[src/rtl/term_pkg.sv]
package term_pkg;
  // Terminal and output code widths
  localparam int CODE_W = 8;
  localparam int NUM_IN = 8;
  localparam int FREQ_W = 16;
  localparam int NUM_OUT = 3;
  localparam int FUNC_W = 50;
  // Input function codes
  localparam logic [7:0] IN_UP = 8'h0a;
  localparam logic [7:0] IN_DOWN = 8'h0b;
  localparam logic [7:0] IN_UP2 = 8'h0c;
  localparam logic [7:0] IN_DOWN2 = 8'h0d;
  localparam logic [7:0] IN_RAMP_HOLD = 8'h12;
  localparam logic [7:0] IN_PID_I_RESET = 8'h2f;
  localparam logic [7:0] IN_PID_I_HOLD = 8'h30;
  localparam logic [7:0] IN_PID_SOFT_OFF = 8'h31;
  localparam logic [7:0] IN_PID_CHAR_SW = 8'h32;
  localparam logic [7:0] IN_TIMER = 8'h34;
  localparam logic [7:0] IN_OFFSET_1 = 8'h35;
  localparam logic [7:0] IN_OFFSET_2 = 8'h36;
  localparam logic [7:0] IN_OFFSET_3 = 8'h37;
  localparam logic [7:0] IN_KEB_NO = 8'h39;
  localparam logic [7:0] IN_LOCKOUT = 8'h3c;
  localparam logic [7:0] IN_ANALOG_HOLD = 8'h3d;
  localparam logic [7:0] IN_EXT_SEARCH = 8'h3f;
  localparam logic [7:0] IN_DC_BRAKE = 8'h41;
  localparam logic [7:0] IN_ENABLE = 8'h45;
  // Output code ranges and defaults
  localparam logic [7:0] OUT_FUNC_MAX = 8'h31;
  localparam logic [7:0] OUT_INV_BASE = 8'h64;
  localparam logic [7:0] OUT_INV_MAX = 8'h95;
  localparam logic [7:0] OUT_TIMER = 8'h0f;
  localparam logic [7:0] RELAY1_DEFAULT = 8'h00;
  localparam logic [7:0] RELAY2_DEFAULT = 8'h0b;
  localparam logic [7:0] OPEN_COLL_DEFAULT = 8'h01;
  // Ride-through method select range top
  localparam logic [1:0] KEB_METHOD_MAX = 2'h2;
  // Timing
  localparam int CLK_HZ = 100_000_000;
  localparam int HOLD_SAMPLE_MS = 100;
  localparam int SEARCH_LEAD_MS = 1000;
  localparam int HOLD_SAMPLE_CYC = CLK_HZ / 1000 * HOLD_SAMPLE_MS;
  localparam int SEARCH_LEAD_CYC = CLK_HZ / 1000 * SEARCH_LEAD_MS;

  // Decoded input functions
  typedef struct packed {
    logic pid_i_reset;
    logic pid_i_hold;
    logic pid_soft_off;
    logic pid_char_sw;
    logic timer_in;
    logic [2:0] offset_sel;
    logic keb_active;
    logic lockout_closed;
    logic analog_hold;
    logic ext_search;
    logic dc_brake;
    logic enable_closed;
    logic has_lockout;
    logic has_enable;
    logic has_keb;
  } in_funcs_t;

  // Drive state fields; unused, the output selectors take drive_funcs_in
  typedef struct packed {
    logic running;
    logic zero_speed;
    logic fault;
    logic timer_out;
  } drive_status_t;

  // Enable gate states
  typedef enum logic [2:0] {
    EN_IDLE = 3'b001,
    EN_RUN = 3'b010,
    EN_WAIT_CYCLE = 3'b100
  } en_state_t;
endpackage

[src/rtl/level_timer.sv]
`timescale 1ns/1ps
`default_nettype none
// Counts cycles a level has been high; flags once the count is reached
module level_timer
  import term_pkg::*;
#(
  parameter int COUNT = 10
) (
  // Clock and reset
  input wire logic clk_sys_in,
  input wire logic rst_b_in,
  // Level and result
  input wire logic level_in,
  output logic done_out
);
  localparam int CW = $clog2(COUNT + 1);
  logic [CW-1:0] count;
  logic [CW-1:0] next_count;

  // Saturating count while high, restart on low
  always_comb begin
    next_count = count;
    if (!level_in) begin
      next_count = '0;
    end else if (count != CW'(COUNT)) begin
      next_count = count + CW'(1);
    end
  end

  always_ff @(posedge clk_sys_in) begin
    if (!rst_b_in) begin
      count <= '0;
    end else begin
      count <= next_count;
    end
  end

  assign done_out = (count == CW'(COUNT));
endmodule
`default_nettype wire

[src/rtl/out_selector.sv]
`timescale 1ns/1ps
`default_nettype none
// One output terminal: code picks a function, hundreds digit inverts
module out_selector
  import term_pkg::*;
(
  // Selection
  input wire logic [CODE_W-1:0] code_in,
  input wire logic [FUNC_W-1:0] funcs_in,
  // Resulting terminal level
  output logic level_out
);
  logic [CODE_W-1:0] idx;
  logic valid;
  logic inv;

  // Codes outside both ranges leave the terminal open
  always_comb begin
    inv = 1'b0;
    valid = 1'b0;
    idx = code_in;
    if (code_in <= OUT_FUNC_MAX) begin
      valid = 1'b1;
    end else if (code_in >= OUT_INV_BASE && code_in <= OUT_INV_MAX) begin
      valid = 1'b1;
      inv = 1'b1;
      idx = code_in - OUT_INV_BASE;
    end
    level_out = valid ? (funcs_in[idx[5:0]] ^ inv) : 1'b0;
  end
endmodule
`default_nettype wire

[src/rtl/terminal_function_selector.sv]
// How it works
// Integral reset input closed forces PID integrator to zero.
// Integral hold input closed freezes integrator; opening resumes it; freeze is masked while the reset input is closed.
// Soft-start input closed bypasses PID setpoint ramp time.
// Characteristic switch input selects PID input behaviour by level.
// Each closed offset input adds its stored offset frequency.
// Ride-through input active per wiring sense, method setting zero to two.
// Lockout input open blocks parameter writes except frequency monitor.
// Analog hold input closed 100 ms samples and holds analog command.
// Power loss clears held command and zeroes frequency command.
// Analog hold with ramp hold, up/down, bias or offsets is config error; no bias code is decoded here.
// Search input closed one second before run forces search from command.
// DC brake input brakes motor; run or jog ends braking.
// Enable input open rejects run and shows not-enabled indication.
// Run present when enable closes stays stopped until run recycles.
// Enable opening while running stops by selected stopping method.
// Timer input feeds timer; output code 15 presents timer result.
// Output codes 0-49 direct, 100-149 same function inverted.
// Relay one selection defaults to code 0, during run.
// Relay two selection defaults to code 11, fault.
// Open-collector selection defaults to code 1, zero speed.
// Retained or unassigned codes do nothing and ignore the terminal.
//
// Strobed loading of all three output selections at once was chosen for this implementation.
`timescale 1ns/1ps
`default_nettype none
module terminal_function_selector
  import term_pkg::*;
#(
  parameter int HOLD_CYCLES = HOLD_SAMPLE_CYC,
  parameter int SEARCH_CYCLES = SEARCH_LEAD_CYC
) (
  // Clock and reset
  input wire logic clk_sys_in,
  input wire logic rst_b_in,
  // Terminals and their setting codes
  input wire logic [NUM_IN-1:0] term_closed_in,
  input wire logic [NUM_IN*CODE_W-1:0] term_code_in,
  input wire logic keb_nc_wiring_in,
  input wire logic [1:0] ride_through_method_sel_in,
  // Output selections, loaded by a write strobe
  input wire logic sel_we_in,
  input wire logic [NUM_OUT*CODE_W-1:0] sel_data_in,
  // Drive side
  input wire logic run_cmd_in,
  input wire logic jog_cmd_in,
  input wire logic power_loss_in,
  input wire logic [FREQ_W-1:0] analog_freq_in,
  input wire logic [FREQ_W-1:0] freq_cmd_in,
  input wire logic [3*FREQ_W-1:0] offset_freq_in,
  input wire logic param_wr_req_in,
  input wire logic param_is_monitor_in,
  input wire logic [FUNC_W-1:0] drive_funcs_in,
  input wire logic timer_result_in,
  // PID controls
  output logic pid_i_zero_out,
  output logic pid_i_freeze_out,
  output logic pid_ramp_bypass_out,
  output logic pid_char_alt_out,
  // Frequency and mode controls
  output logic [FREQ_W-1:0] freq_cmd_out,
  output logic keb_active_out,
  output logic [1:0] keb_method_out,
  output logic param_wr_ok_out,
  output logic input_combo_config_error_out,
  output logic force_search_out,
  output logic dc_brake_out,
  output logic run_allow_out,
  output logic stop_by_method_out,
  output logic not_enabled_indication_out,
  output logic timer_in_out,
  // Output terminals and their selections
  output logic [NUM_OUT-1:0] out_term_out,
  output logic [NUM_OUT*CODE_W-1:0] sel_out
);
  in_funcs_t f;
  logic has_hold;
  logic has_conflict;
  logic hold_done;
  logic search_done;
  logic [FREQ_W-1:0] held;
  logic [FREQ_W-1:0] next_held;
  logic held_valid;
  logic next_held_valid;
  logic search_armed;
  logic next_search_armed;
  logic run_d;
  logic brake;
  logic next_brake;
  en_state_t en_state;
  en_state_t next_en_state;
  logic [NUM_OUT*CODE_W-1:0] sel;
  logic [NUM_OUT*CODE_W-1:0] next_sel;
  logic [NUM_OUT-1:0] out_lvl;
  logic [FREQ_W-1:0] freq_sum;
  logic [FUNC_W-1:0] funcs;
  logic combo_err;

  // Decode every terminal; codes not listed fall through, leaving it ignored
  always_comb begin
    f = '0;
    has_hold = 1'b0;
    has_conflict = 1'b0;
    for (int i = 0; i < NUM_IN; i++) begin
      case (term_code_in[i*CODE_W +: CODE_W])
        IN_PID_I_RESET: begin
          f.pid_i_reset |= term_closed_in[i];
        end
        IN_PID_I_HOLD: begin
          f.pid_i_hold |= term_closed_in[i];
        end
        IN_PID_SOFT_OFF: begin
          f.pid_soft_off |= term_closed_in[i];
        end
        IN_PID_CHAR_SW: begin
          f.pid_char_sw |= term_closed_in[i];
        end
        IN_TIMER: begin
          f.timer_in |= term_closed_in[i];
        end
        IN_OFFSET_1: begin
          f.offset_sel[0] |= term_closed_in[i];
          has_conflict = 1'b1;
        end
        IN_OFFSET_2: begin
          f.offset_sel[1] |= term_closed_in[i];
          has_conflict = 1'b1;
        end
        IN_OFFSET_3: begin
          f.offset_sel[2] |= term_closed_in[i];
          has_conflict = 1'b1;
        end
        IN_KEB_NO: begin
          f.has_keb = 1'b1;
          f.keb_active |= term_closed_in[i] ^ keb_nc_wiring_in;
        end
        IN_LOCKOUT: begin
          f.has_lockout = 1'b1;
          f.lockout_closed |= term_closed_in[i];
        end
        IN_ANALOG_HOLD: begin
          has_hold = 1'b1;
          f.analog_hold |= term_closed_in[i];
        end
        IN_EXT_SEARCH: begin
          f.ext_search |= term_closed_in[i];
        end
        IN_DC_BRAKE: begin
          f.dc_brake |= term_closed_in[i];
        end
        IN_ENABLE: begin
          f.has_enable = 1'b1;
          f.enable_closed |= term_closed_in[i];
        end
        IN_UP, IN_DOWN, IN_UP2, IN_DOWN2, IN_RAMP_HOLD: begin
          has_conflict = 1'b1;
        end
        default: ; // Retained or unknown: no action
      endcase
    end
  end

  // Closed-time qualifiers for sample-and-hold and external search
  level_timer #(.COUNT(HOLD_CYCLES)) hold_timer (
    .clk_sys_in(clk_sys_in),
    .rst_b_in(rst_b_in),
    .level_in(f.analog_hold),
    .done_out(hold_done)
  );

  level_timer #(.COUNT(SEARCH_CYCLES)) search_timer (
    .clk_sys_in(clk_sys_in),
    .rst_b_in(rst_b_in),
    .level_in(f.ext_search),
    .done_out(search_done)
  );

  // Held analog level, search arming and brake register
  always_comb begin
    next_held = held;
    next_held_valid = held_valid;
    next_search_armed = search_armed;
    next_brake = brake;
    if (power_loss_in) begin
      next_held = '0;
      next_held_valid = 1'b0;
    end else if (hold_done && !held_valid) begin
      next_held = analog_freq_in;
      next_held_valid = 1'b1;
    end
    // Armed only while the input has stood closed one second before run
    if (!run_d) begin
      next_search_armed = search_done;
    end
    if (run_cmd_in || jog_cmd_in) begin
      next_brake = 1'b0;
    end else if (f.dc_brake) begin
      next_brake = 1'b1;
    end else begin
      next_brake = 1'b0;
    end
  end

  // Enable gate: run must be recycled after the enable closes
  always_comb begin
    next_en_state = en_state;
    case (en_state)
      EN_IDLE: begin
        if (f.has_enable && !f.enable_closed) begin
          next_en_state = EN_WAIT_CYCLE;
        end else if (run_cmd_in) begin
          next_en_state = EN_RUN;
        end
      end
      EN_RUN: begin
        if (f.has_enable && !f.enable_closed) begin
          next_en_state = EN_WAIT_CYCLE;
        end else if (!run_cmd_in) begin
          next_en_state = EN_IDLE;
        end
      end
      EN_WAIT_CYCLE: begin
        if ((!f.has_enable || f.enable_closed) && !run_cmd_in) begin
          next_en_state = EN_IDLE;
        end
      end
      default: next_en_state = EN_IDLE;
    endcase
  end

  // Output selection storage, defaults per terminal
  always_comb begin
    next_sel = sel;
    if (sel_we_in) begin
      next_sel = sel_data_in;
    end
  end

  // Frequency command: offsets added, held level replaces analog
  always_comb begin
    freq_sum = held_valid ? held : freq_cmd_in;
    for (int k = 0; k < 3; k++) begin
      if (f.offset_sel[k]) begin
        freq_sum = freq_sum + offset_freq_in[k*FREQ_W +: FREQ_W];
      end
    end
    if (power_loss_in) begin
      freq_sum = '0;
    end
  end

  // Timer function result drives output code 15
  always_comb begin
    funcs = drive_funcs_in;
    funcs[OUT_TIMER[5:0]] = timer_result_in;
  end

  // One selector per output terminal
  for (genvar g = 0; g < NUM_OUT; g++) begin : g_out
    out_selector sel_i (
      .code_in(sel[g*CODE_W +: CODE_W]),
      .funcs_in(funcs),
      .level_out(out_lvl[g])
    );
  end

  // State registers
  always_ff @(posedge clk_sys_in) begin
    if (!rst_b_in) begin
      held <= '0;
      held_valid <= 1'b0;
      search_armed <= 1'b0;
      run_d <= 1'b0;
      brake <= 1'b0;
      en_state <= EN_IDLE;
      // Selections come up at their defaults
      sel <= {OPEN_COLL_DEFAULT, RELAY2_DEFAULT, RELAY1_DEFAULT};
    end else begin
      held <= next_held;
      held_valid <= next_held_valid;
      search_armed <= next_search_armed;
      run_d <= run_cmd_in;
      brake <= next_brake;
      en_state <= next_en_state;
      sel <= next_sel;
    end
  end

  // Config error when the hold shares terminals with conflicting codes
  assign combo_err = has_hold && has_conflict;

  // Registered outputs
  always_ff @(posedge clk_sys_in) begin
    if (!rst_b_in) begin
      // Every output low while reset holds
      pid_i_zero_out <= 1'b0;
      pid_i_freeze_out <= 1'b0;
      pid_ramp_bypass_out <= 1'b0;
      pid_char_alt_out <= 1'b0;
      freq_cmd_out <= '0;
      keb_active_out <= 1'b0;
      keb_method_out <= '0;
      param_wr_ok_out <= 1'b0;
      input_combo_config_error_out <= 1'b0;
      force_search_out <= 1'b0;
      dc_brake_out <= 1'b0;
      run_allow_out <= 1'b0;
      stop_by_method_out <= 1'b0;
      not_enabled_indication_out <= 1'b0;
      timer_in_out <= 1'b0;
      out_term_out <= '0;
      sel_out <= '0;
    end else begin
      // PID levels follow their terminals; freeze is masked while reset is closed
      pid_i_zero_out <= f.pid_i_reset;
      pid_i_freeze_out <= f.pid_i_hold && !f.pid_i_reset;
      pid_ramp_bypass_out <= f.pid_soft_off;
      pid_char_alt_out <= f.pid_char_sw;

      // Command path and ride-through
      freq_cmd_out <= freq_sum;
      keb_active_out <= f.keb_active;
      // Out-of-range method settings fall back to method zero
      keb_method_out <= (ride_through_method_sel_in > KEB_METHOD_MAX) ? 2'h0 : ride_through_method_sel_in;

      // Write permission and setup check
      param_wr_ok_out <= param_wr_req_in &&
        (!f.has_lockout || f.lockout_closed || param_is_monitor_in);
      input_combo_config_error_out <= combo_err;

      // Run path: search, brake, enable gate
      force_search_out <= run_cmd_in && !run_d && search_armed;
      dc_brake_out <= next_brake;
      run_allow_out <= (next_en_state == EN_RUN);
      stop_by_method_out <= (en_state == EN_RUN) && (next_en_state == EN_WAIT_CYCLE);
      not_enabled_indication_out <= f.has_enable && !f.enable_closed;

      // Timer and output terminals
      timer_in_out <= f.timer_in;
      out_term_out <= out_lvl;
      sel_out <= sel;
    end
  end
endmodule
`default_nettype wire

[config.mk]
export PLATFORM = sky130hd
export DESIGN_NAME = terminal_function_selector
export DESIGN_NICKNAME = d
export VERILOG_FILES = /design/src/rtl/term_pkg.sv /design/src/rtl/level_timer.sv /design/src/rtl/out_selector.sv /design/src/rtl/terminal_function_selector.sv
export SDC_FILE = /design/constraint.sdc
export NUM_CORES = 1
export LEC_CHECK = 0
export CAP_MARGIN = 25
export CORE_ASPECT_RATIO = 0.8
export CORE_MARGIN = 4
export CORE_UTILIZATION = 35
export DETAILED_ROUTE_END_ITERATION = 7
export DONT_BUFFER_PORTS = 1
export GPL_TIMING_DRIVEN = 0
export PLACE_DENSITY_LB_ADDON = 0.12
export SETUP_SLACK_MARGIN = 0.02
export SYNTH_ARGS = -nofsm -noshare
export SYNTH_HDL_FRONTEND = slang
export SYNTH_HIERARCHICAL = 1
export SYNTH_SLANG_ARGS = --single-unit
export TNS_END_PERCENT = 50
[constraint.sdc]
create_clock -name clk_sys_in -period 6.1 [get_ports clk_sys_in]
set_clock_uncertainty 0.15 [all_clocks]
set_input_delay 1.22 -clock clk_sys_in [delete_from_list [all_inputs] [get_ports clk_sys_in]]
set_output_delay 1.22 -clock clk_sys_in [all_outputs]
set_load 0.05 [all_outputs]
==> results of run 1 <==
==> sequential cells by signal, indices dropped and copies added, names as in the netlist, 2 cells and up <==
name	count
en_state	3
sel_out	24
hold_timer/count	24
out_term_out	3
search_timer/count	27
freq_cmd_out	16
sel	24
held	16
keb_method_out	2
==> report_power, final <==
group	total (mW)	switching (mW)	internal (mW)	leakage [nW]
Clock	1.12	0.501	0.619	0.287
Sequential	1.12	0.0848	1.04	1.26
Combinational	0.672	0.361	0.311	3.73
==> through the flow <==
stage | cell area [um2] | hold slack (ns) | cells | setup TNS [ns] | util
final | 14700 | 0.301 | 2110 | 0 | 0.405
after global routing | 14700 | 0.332 | 2110 | -0.159 | 0.405
after CTS | 14600 | 0.303 | 2104 | 0 | 0.402
after detailed placement | 13700 | 0.294 | 2058 | -3.71 | 0.378
after global placement | 13700 | 0.291 | 2057 | -3.79 | 0.378
after floorplan | 13100 | 0.271 | 1577 | 0 | -
==> metal layers <==
metal	up-vias	wire length, um	part of all wire
met1	6038	23000	0.48
met5	-	13	0.00027
met3	61	3120	0.066
li1	6035	-	-
met4	2	1070	0.022
met2	415	20200	0.43
==> what timing repair did <==
item / CTS / global route
gates resized for setup: 35 / 21
buffers inserted: 15 / 4
hold buffers: 0 / 0
pin swaps: 16 / 13
endpoints found under the setup margin: 6 / 6
==> cells in the mapped netlist (21+ instances only) <==
cell,count,area [um2]
dfxtp_1,155,3100
a21oi_1,110,551
nand2_1,125,469
nor3_1,41,205
xor2_1,25,219
and2_1,44,275
xnor2_1,40,350
nor4_1,21,131
mux4_2,36,811
clkbuf_1,47,176
nand2b_1,21,131
mux2_2,29,327
nor2_1,157,589
ha_1,62,776
mux2i_1,53,531
inv_1,44,165
nand3_1,57,285
o21ai_0,59,295
==> worst max-delay path: cells and delay by family <==
family,cells,cell delay [ns]
AND/OR/NAND/NOR,8,1.59
AO/OA/AOI/OAI,8,1.58
multiplexers,2,0.64
adder cells (fa/ha/maj),2,0.63
XOR/XNOR,2,0.33
buffers and inverters,2,0.24
==> logic make-up (layout without fill, tap and decap cells) <==
logic type	Yosys count	after routing	synth area share
flip-flops	155	155	0.238
AO/OA/AOI/OAI	371	371	0.192
multiplexers	124	124	0.133
other	0	1	0
AND/OR/NAND/NOR	676	676	0.287
buffers and inverters	120	172	0.0390
adder cells (fa/ha/maj)	65	65	0.0642
XOR/XNOR	66	66	0.0455
==> layout make-up <==
class / count / area share
Timing Repair Buffer: 21 / 0.0108
Buffer: 70 / 0.0241
Antenna cell: 1 / 0.000170
Multi-Input combinational cell: 1302 / 0.659
Clock inverter: 14 / 0.0120
Inverter: 49 / 0.0125
Clock buffer: 18 / 0.0292
Sequential cell: 155 / 0.211
Tap cell: 480 / 0.0408
==> final timing paths <==
kind | slack, ns | end
worst max-delay path | 0.06 | freq_cmd_out[15]
worst min-delay path | 0.30 | held[11]
worst max register to register | 0.18 | freq_cmd_out[15]
worst min register to register | 0.30 | held[11]
==> flow_metrics.tcl, run 1 <==
set metrics [dict create \
    drtIter0Drc 953 \
    whs_path_depth 2 \
    seq_area_um2 3110 \
    fillers 3802 \
    grt_max_degree 17 \
    crit_chain "or3b_4 > or3_4 > o221a_1 > nand3_4 > buf_8 > buf_4 > mux2_4 > ha_1 > o21ai_0 > o21bai_1 > o311a_1 > nor2_2 > xnor2_1 > mux2_2 > ha_1 > o21ai_0 > nor3_1 > o21a_1 > o41ai_4 > o21ai_2 > nor4bb_2 > nor3_2 > xnor3_1 > nor2_1" \
    period_share 0.990 \
    min_path_type "register to register" \
    cp_slowest_cell "or3_4" \
    cpPeakStageDelay_ns 0.40 \
    netlist_area_um2 13000 \
    worstRegToRegCells 26 \
    rsz0062_at_grt "true" \
    drt-wirelength-per-cell_um 22.5 \
    numCtsBuffers 17 \
    setup_viol 0 \
    end_kind "register" \
    critical_path_required_ns 6.33 \
    path_clk_slew_ns 0.06 \
    io_buffers 0 \
    irDropWorstVdd_uv 203 \
    final_common_cell "nor2_1" \
    worstSkewPairLatency_ns 0.45 \
    placementRows 62 \
    die_x_um 224 \
    min_period_ns 6.04 \
    post-place-ws_ns -0.927 \
    drt_wl_total_um 47400 \
    cp_max_fo 6 \
    path_class "input pin to register" \
    hpwl_um 38500 \
    grt.total_usage 0.226 \
    hold_violations 0 \
    coreArea_um2 36300 \
    syn-instance-count 1577 \
    ys_async_sr_fraction 0 \
    synth_seq_area_share 0.238 \
    nets 1919 \
    tightest_slew_ns 0.970 \
    hp-start "held[11]" \
    drtPass1Iterations 7 \
    avgSynthCellArea_um2 8.25 \
    final_cell_mix "nor2_1 (155), dfxtp_1 (154), nand2_1 (125)" \
    r2r_start "held_valid" \
    ys_seq_elements 155 \
    fmax_ghz 0.166 \
    p_leak_nw 5.28 \
    synth_edf_count 0 \
    status "finished, final reports clean" \
    synth_nets 1880 \
    cts.sinks 155 \
    drc_errors 0 \
    htreeDepth 4 \
    drive_above_1_share 0.149 \
    met2_usage 0.333 \
    power.total_mw 2.92 \
    pin_count 296 \
    die_h_um 180 \
    antenna_found_initial 2 \
    synth_cell_types 103 \
    gr-max-usage-layer "met2" \
    ant_nets 0 \
    setup_slack_ns 0.0594 \
    initial_core_util 0.358 \
    slew_viol_final 0 \
    arrival_ns 6.27 \
    via_count 12600 \
    dieArea_um2 40400 \
    yosys_most_used_dff "dfxtp_1" \
    cts_root_buf "clkbuf_16" \
    tritoncts "built" \
    vias_per_cell 5.95 \
    place_congestion 0.956 \
    cp-startpoint "term_code_in[31]" \
    grt_pass1_vias 11800 \
    clockBufferDepth 2 \
    p_per_area_nw_per_um2 198 \
    layout-area-overhead-vs-synth_pct 13.1 \
    maxSlewHeadroom 0.348 \
    use_met1 0.328 \
    max-cap-violations 0 \
    grt_pass1_wl_um 71100 \
    use_met3 0.0549 \
    critPathLaunchType "input pin" \
    grt_overflow 0 \
    multi_input_area_um2 9710 \
    synth_warnings 6 \
]
No activity file was read; power rests on OpenSTA's default activity.
==> run 2: changes to the inputs <==
==> constraint.sdc (replaced) <==
create_clock -name clk_sys_in -period 7.8 [get_ports clk_sys_in]
set_clock_uncertainty 0.15 [all_clocks]
set_input_delay 1.56 -clock clk_sys_in [delete_from_list [all_inputs] [get_ports clk_sys_in]]
set_output_delay 1.56 -clock clk_sys_in [all_outputs]
set_load 0.05 [all_outputs]
==> run 2 against run 1 <==
Utilization decreased by 1.2 points. Setup slack better by 0.30 ns. Non-clock buffer count fell by 20. Sequential share of layout area increased by 0.64 points. Largest power group is now clock.
==> flow_metrics.tcl, run 2 (synthesized netlist as in run 1, its figures left out) <==
set metrics [dict create \
    status "finished, final reports clean" \
    pwr-share-comb 0.212 \
    drc_errors 0 \
    maxSlewHeadroom 0.393 \
    rsz0062_at_grt "false" \
    worstSkewPairLatency_ns 0.45 \
    use_met1 0.292 \
    gr-max-usage-layer "met2" \
    p_per_area_nw_per_um2 159 \
    hold_violations 0 \
    fmax_ghz 0.134 \
    end_kind "register" \
    cts_hold_buffers 0 \
    clockBufferDepth 2 \
    fin_hold_ws_ns 0.304 \
    path_clk_slew_ns 0.07 \
    p_leak_nw 5.13 \
    cts.sinks 155 \
    met2_usage 0.342 \
    vias_per_cell 5.96 \
    grt_pass1_vias 11800 \
    p_int_mw 1.56 \
    htreeDepth 4 \
    clockPowerShare 0.399 \
    path_class "input pin to register" \
    irDropWorstVdd_uv 123 \
    numCtsBuffers 17 \
    grt_overflow 0 \
    place_area_um2 13600 \
    min_period_ns 7.44 \
    swShare 0.313 \
    nets 1899 \
    tns_ns 0 \
    drt_wl_total_um 45700 \
    worstRegToRegCells 27 \
    grt_max_degree 17 \
    via_count 12500 \
    power.net_switching_mw 0.708 \
    max-cap-violations 0 \
    arrival_ns 7.65 \
    finalNonFillerCells 2094 \
    hpwl_um 37200 \
    place_congestion 0.919 \
    drt-wirelength-per-cell_um 21.8 \
    top_register "search_timer/count" \
    whs_path_depth 2 \
    tritoncts "built" \
    coreArea_um2 36300 \
    critical_path_required_ns 8.01 \
    setup_viol 0 \
    drtPass1Iterations 8 \
    largest_reg_flops 27 \
    final_util 0.393 \
    io_buffers 0 \
    critPathLaunchType "input pin" \
    die_x_um 224 \
    dieArea_um2 40400 \
    fin_area_um2 14300 \
    multi_input_area_um2 9420 \
    die_h_um 180 \
    min_path_type "register to register" \
    slew_viol_final 0 \
    use_met3 0.0622 \
    layout-area-overhead-vs-synth_pct 9.63 \
    dpl.cell_count 2057 \
    antenna_found_initial 9 \
    ant_nets 0 \
    power.share.sequential 0.389 \
    placementRows 62 \
    drive_above_1_share 0.108 \
    tightest_slew_ns 0.903 \
    grt.total_usage 0.217 \
    pin_count 296 \
    seq_area_um2 3100 \
    final_common_cell "nor2_1" \
    drtIter0Drc 1142 \
    cts_root_buf "clkbuf_16" \
    fillers 3753 \
    final_cell_mix "nor2_1 (157), dfxtp_1 (155), nand2_1 (125)" \
    period_share 0.954 \
    grt_pass1_wl_um 69500 \
    cp_max_fo 10 \
    initial_core_util 0.358 \
]
==> run 2: cell types whose count changed in the layout (fill, tap and decap cells not counted), moves of 3 or more <==
| cell | before | now |
|---|---|---|
| nor3_2 | 4 | 0 |
| diode_2 | 1 | 5 |
| ha_1 | 54 | 62 |
| a21oi_1 | 100 | 110 |
| mux2_4 | 3 | 0 |
| clkbuf_1 | 40 | 46 |
| a21oi_2 | 13 | 3 |
| clkbuf_2 | 6 | 2 |
| buf_4 | 22 | 4 |
| o21ai_0 | 56 | 59 |
| ha_4 | 7 | 0 |
| nor3_1 | 37 | 41 |
==> run 2: final timing paths <==
check / from / to / slack [ns]
worst max-delay path: term_code_in[31] / freq_cmd_out[15] / 0.36
worst min-delay path: held[7] / held[7] / 0.30
worst max register to register: held_valid / freq_cmd_out[15] / 0.57
worst min register to register: held[7] / held[7] / 0.30
==> run 2: metal layers <==
metal | vias to the layer above | part of all wire
met3 | 61 | 0.081
met5 | - | 0.0015
met4 | 8 | 0.021
met1 | 5992 | 0.44
met2 | 423 | 0.45
li1 | 5988 | -
==> run 2: area by class of cell <==
class,instances,area share
buffer,71,0.0229
inverter,49,0.0129
antenna,5,0.000877
multi-input combinational,1302,0.660
clock inverter,13,0.0125
tap,480,0.0421
sequential,155,0.217
clock buffer,19,0.0310
==> run 2: worst max-delay path, cell delays in order <==
cell	delay [ns]
or3b_1	0.41
or3_4	0.43
o221a_1	0.27
nand3_2	0.15
buf_2	0.30
mux2i_2	0.37
inv_1	0.08
ha_1	0.29
a211oi_1	0.27
o21bai_1	0.14
o311a_1	0.33
nor2_1	0.18
o21bai_1	0.10
a21oi_1	0.18
xnor2_1	0.08
mux2_2	0.30
ha_1	0.33
a21o_1	0.22
o41ai_2	0.38
o21ai_1	0.18
nor4bb_1	0.17
nor3_1	0.28
xnor3_1	0.48
nor2_1	0.16
==> run 2: timing repair <==
item | CTS | global route
setup endpoints to repair | 0 | 1
resized for setup | 0 | 7
buffers inserted | 0 | 0
==> run 2: power groups by stage <==
stage	clock (mW)	sequential [mW]	combinational (mW)
after global routing	0.961	0.882	0.532
after detailed placement	0	0.898	0.473
after CTS	0.930	0.880	0.476
after floorplan	0	0.889	0.379
after global placement	0	0.898	0.470
final	0.904	0.879	0.480
==> run 2: stage by stage <==
stage / total power [mW] / worst slack (ns)
6_report: 2.26 / 0.361
5_1_grt: 2.37 / 0.0303
4_1_cts: 2.29 / 0.0530
3_5_place_dp: 1.37 / -0.378
3_3_place_gp: 1.37 / -0.269
2_1_floorplan: 1.27 / 0.817
==> run 3: changes to the inputs <==
--- a/config.mk
+++ b/config.mk
@@ -12,6 +12,8 @@
 export DETAILED_ROUTE_END_ITERATION = 7
 export DONT_BUFFER_PORTS = 1
 export GPL_TIMING_DRIVEN = 0
+export HOLD_SLACK_MARGIN = 0.03
+export MAX_ROUTING_LAYER = met4
 export PLACE_DENSITY_LB_ADDON = 0.12
 export SETUP_SLACK_MARGIN = 0.02
 export SYNTH_ARGS = -nofsm -noshare
==> run 3 against run 2 <==
Count of clock-buffer cells in the layout unchanged. Clock power fell by 3.1%. Final cell count about the same. Sequential share of layout area unchanged. First-iteration DRC count fell by 12%. Largest cell class unchanged.
==> flow_metrics.tcl, run 3 (synthesized netlist as in run 1, its figures left out) <==
set metrics [dict create \
    drc_errors 0 \
    tritoncts "built" \
    period_share 0.950 \
    worstSkewPairLatency_ns 0.44 \
    post_cts_buffers 0 \
    drive_above_1_share 0.109 \
    hpwl_um 37100 \
    final_common_cell "nor2_1" \
    grt_pass1_wl_um 69500 \
    end_kind "register" \
    finalNonFillerCells 2095 \
    status "finished, final reports clean" \
    vias_per_cell 5.93 \
    irDropWorstVdd_uv 106 \
    p_leak_nw 5.13 \
    drt-wirelength-per-cell_um 21.8 \
    grt_max_degree 17 \
    nets 1899 \
    numCtsBuffers 17 \
    setup_viol 0 \
    final_cell_mix "nor2_1 (157), dfxtp_1 (155), nand2_1 (125)" \
    largest_reg_flops 27 \
    clockBufferDepth 2 \
    layout-area-overhead-vs-synth_pct 9.63 \
    min_period_ns 7.41 \
    slew_viol_final 0 \
    die_x_um 224 \
    grt.total_usage 0.223 \
    dieArea_um2 40400 \
    drtIter0Drc 1006 \
    fin_area_um2 14300 \
    fmax_ghz 0.135 \
    pin_count 296 \
    max-cap-violations 0 \
    ant_nets 0 \
    coreArea_um2 36300 \
    post-place-ws_ns -0.349 \
    tightest_slew_ns 0.960 \
    initial_core_util 0.358 \
    cts_root_buf "clkbuf_16" \
    p_per_area_nw_per_um2 157 \
    drt_wl_total_um 45600 \
    ctsResizeCount 0 \
    grt_pass1_vias 11600 \
    rsz0062_at_grt "false" \
    tns_ns 0 \
    dpl.cell_count 2057 \
    drtPass1Iterations 5 \
    via_count 12400 \
    cts_hold_buffers 0 \
    whs_path_depth 2 \
    htreeDepth 4 \
    top_register "search_timer/count" \
    placementRows 62 \
    grt_overflow 0 \
    worstRegToRegCells 28 \
    setup_slack_ns 0.393 \
    arrival_ns 7.61 \
    die_h_um 180 \
    path_class "input pin to register" \
    cp_max_fo 10 \
    min_path_type "register to register" \
    place_congestion 0.927 \
    fin_hold_ws_ns 0.302 \
    place_area_um2 13600 \
    antenna_found_initial 6 \
    hold_violations 0 \
    path_clk_slew_ns 0.07 \
    maxSlewHeadroom 0.354 \
    io_buffers 0 \
    critPathLaunchType "input pin" \
    critical_path_required_ns 8.01 \
    cts.sinks 155 \
]
run 3: cell types whose count changed in the layout (fill, tap and decap cells not counted), sizes merged:
cell,delta
clkinv,+2
bufinv,-1
clkinvlp,-1
diode,+1
run 3: path summary, 6_finish.rpt:
kind / start / to / slack (ns)
worst min-delay path: held[10] / held[10] / 0.30
worst min register to register: held[10] / held[10] / 0.30
worst max register to register: held_valid / freq_cmd_out[15] / 0.62
worst max-delay path: term_code_in[31] / freq_cmd_out[15] / 0.39
run 3: area by class of cell:
class | count | area [um2]
Clock buffer | 19 | 453
Inverter | 49 | 184
Sequential cell | 155 | 3100
Multi-Input combinational cell | 1302 | 9430
Antenna cell | 6 | 15.0
Clock inverter | 13 | 156
Buffer | 71 | 325
Tap cell | 480 | 601
Fill cell | 3780 | 22000
run 3: where the power goes:
| part | switching (mW) | total (mW) | internal (mW) |
|---|---|---|---|
| sequential | 0.0660 | 0.879 | 0.813 |
| clock | 0.377 | 0.876 | 0.499 |
| combinational | 0.260 | 0.481 | 0.221 |
run 3: worst max-delay path, cell delays in order:
cell and delay, ns:
or3b_1 0.40, or3_4 0.44, o221a_1 0.28, nand3_2 0.15, buf_2 0.29, mux2i_2 0.37, inv_1 0.08, ha_1 0.29
a211oi_1 0.28, o21bai_1 0.13, o311a_1 0.34, nor2_1 0.18, o21bai_1 0.10, a21oi_1 0.18, xnor2_1 0.08, mux2_2 0.30
ha_1 0.32, a21o_1 0.22, o41ai_2 0.40, o21ai_1 0.18, nor4bb_1 0.18, nor3_2 0.25, xnor3_1 0.46, nor2_1 0.13
run 3: metal layers:
metal / global-route usage / routed length, um
met2: 0.350 / 21200
met1: 0.294 / 20600
met3: 0.0549 / 3220
met4: 0.0471 / 569
met5: - / 0
run 3: metrics by stage:
stage | power [mW] | utilization
finish | 2.24 | 0.393
floorplan | 1.27 | -
global placement | 1.37 | 0.375
CTS | 2.26 | 0.392
detailed placement | 1.37 | 0.375
global route | 2.35 | 0.393
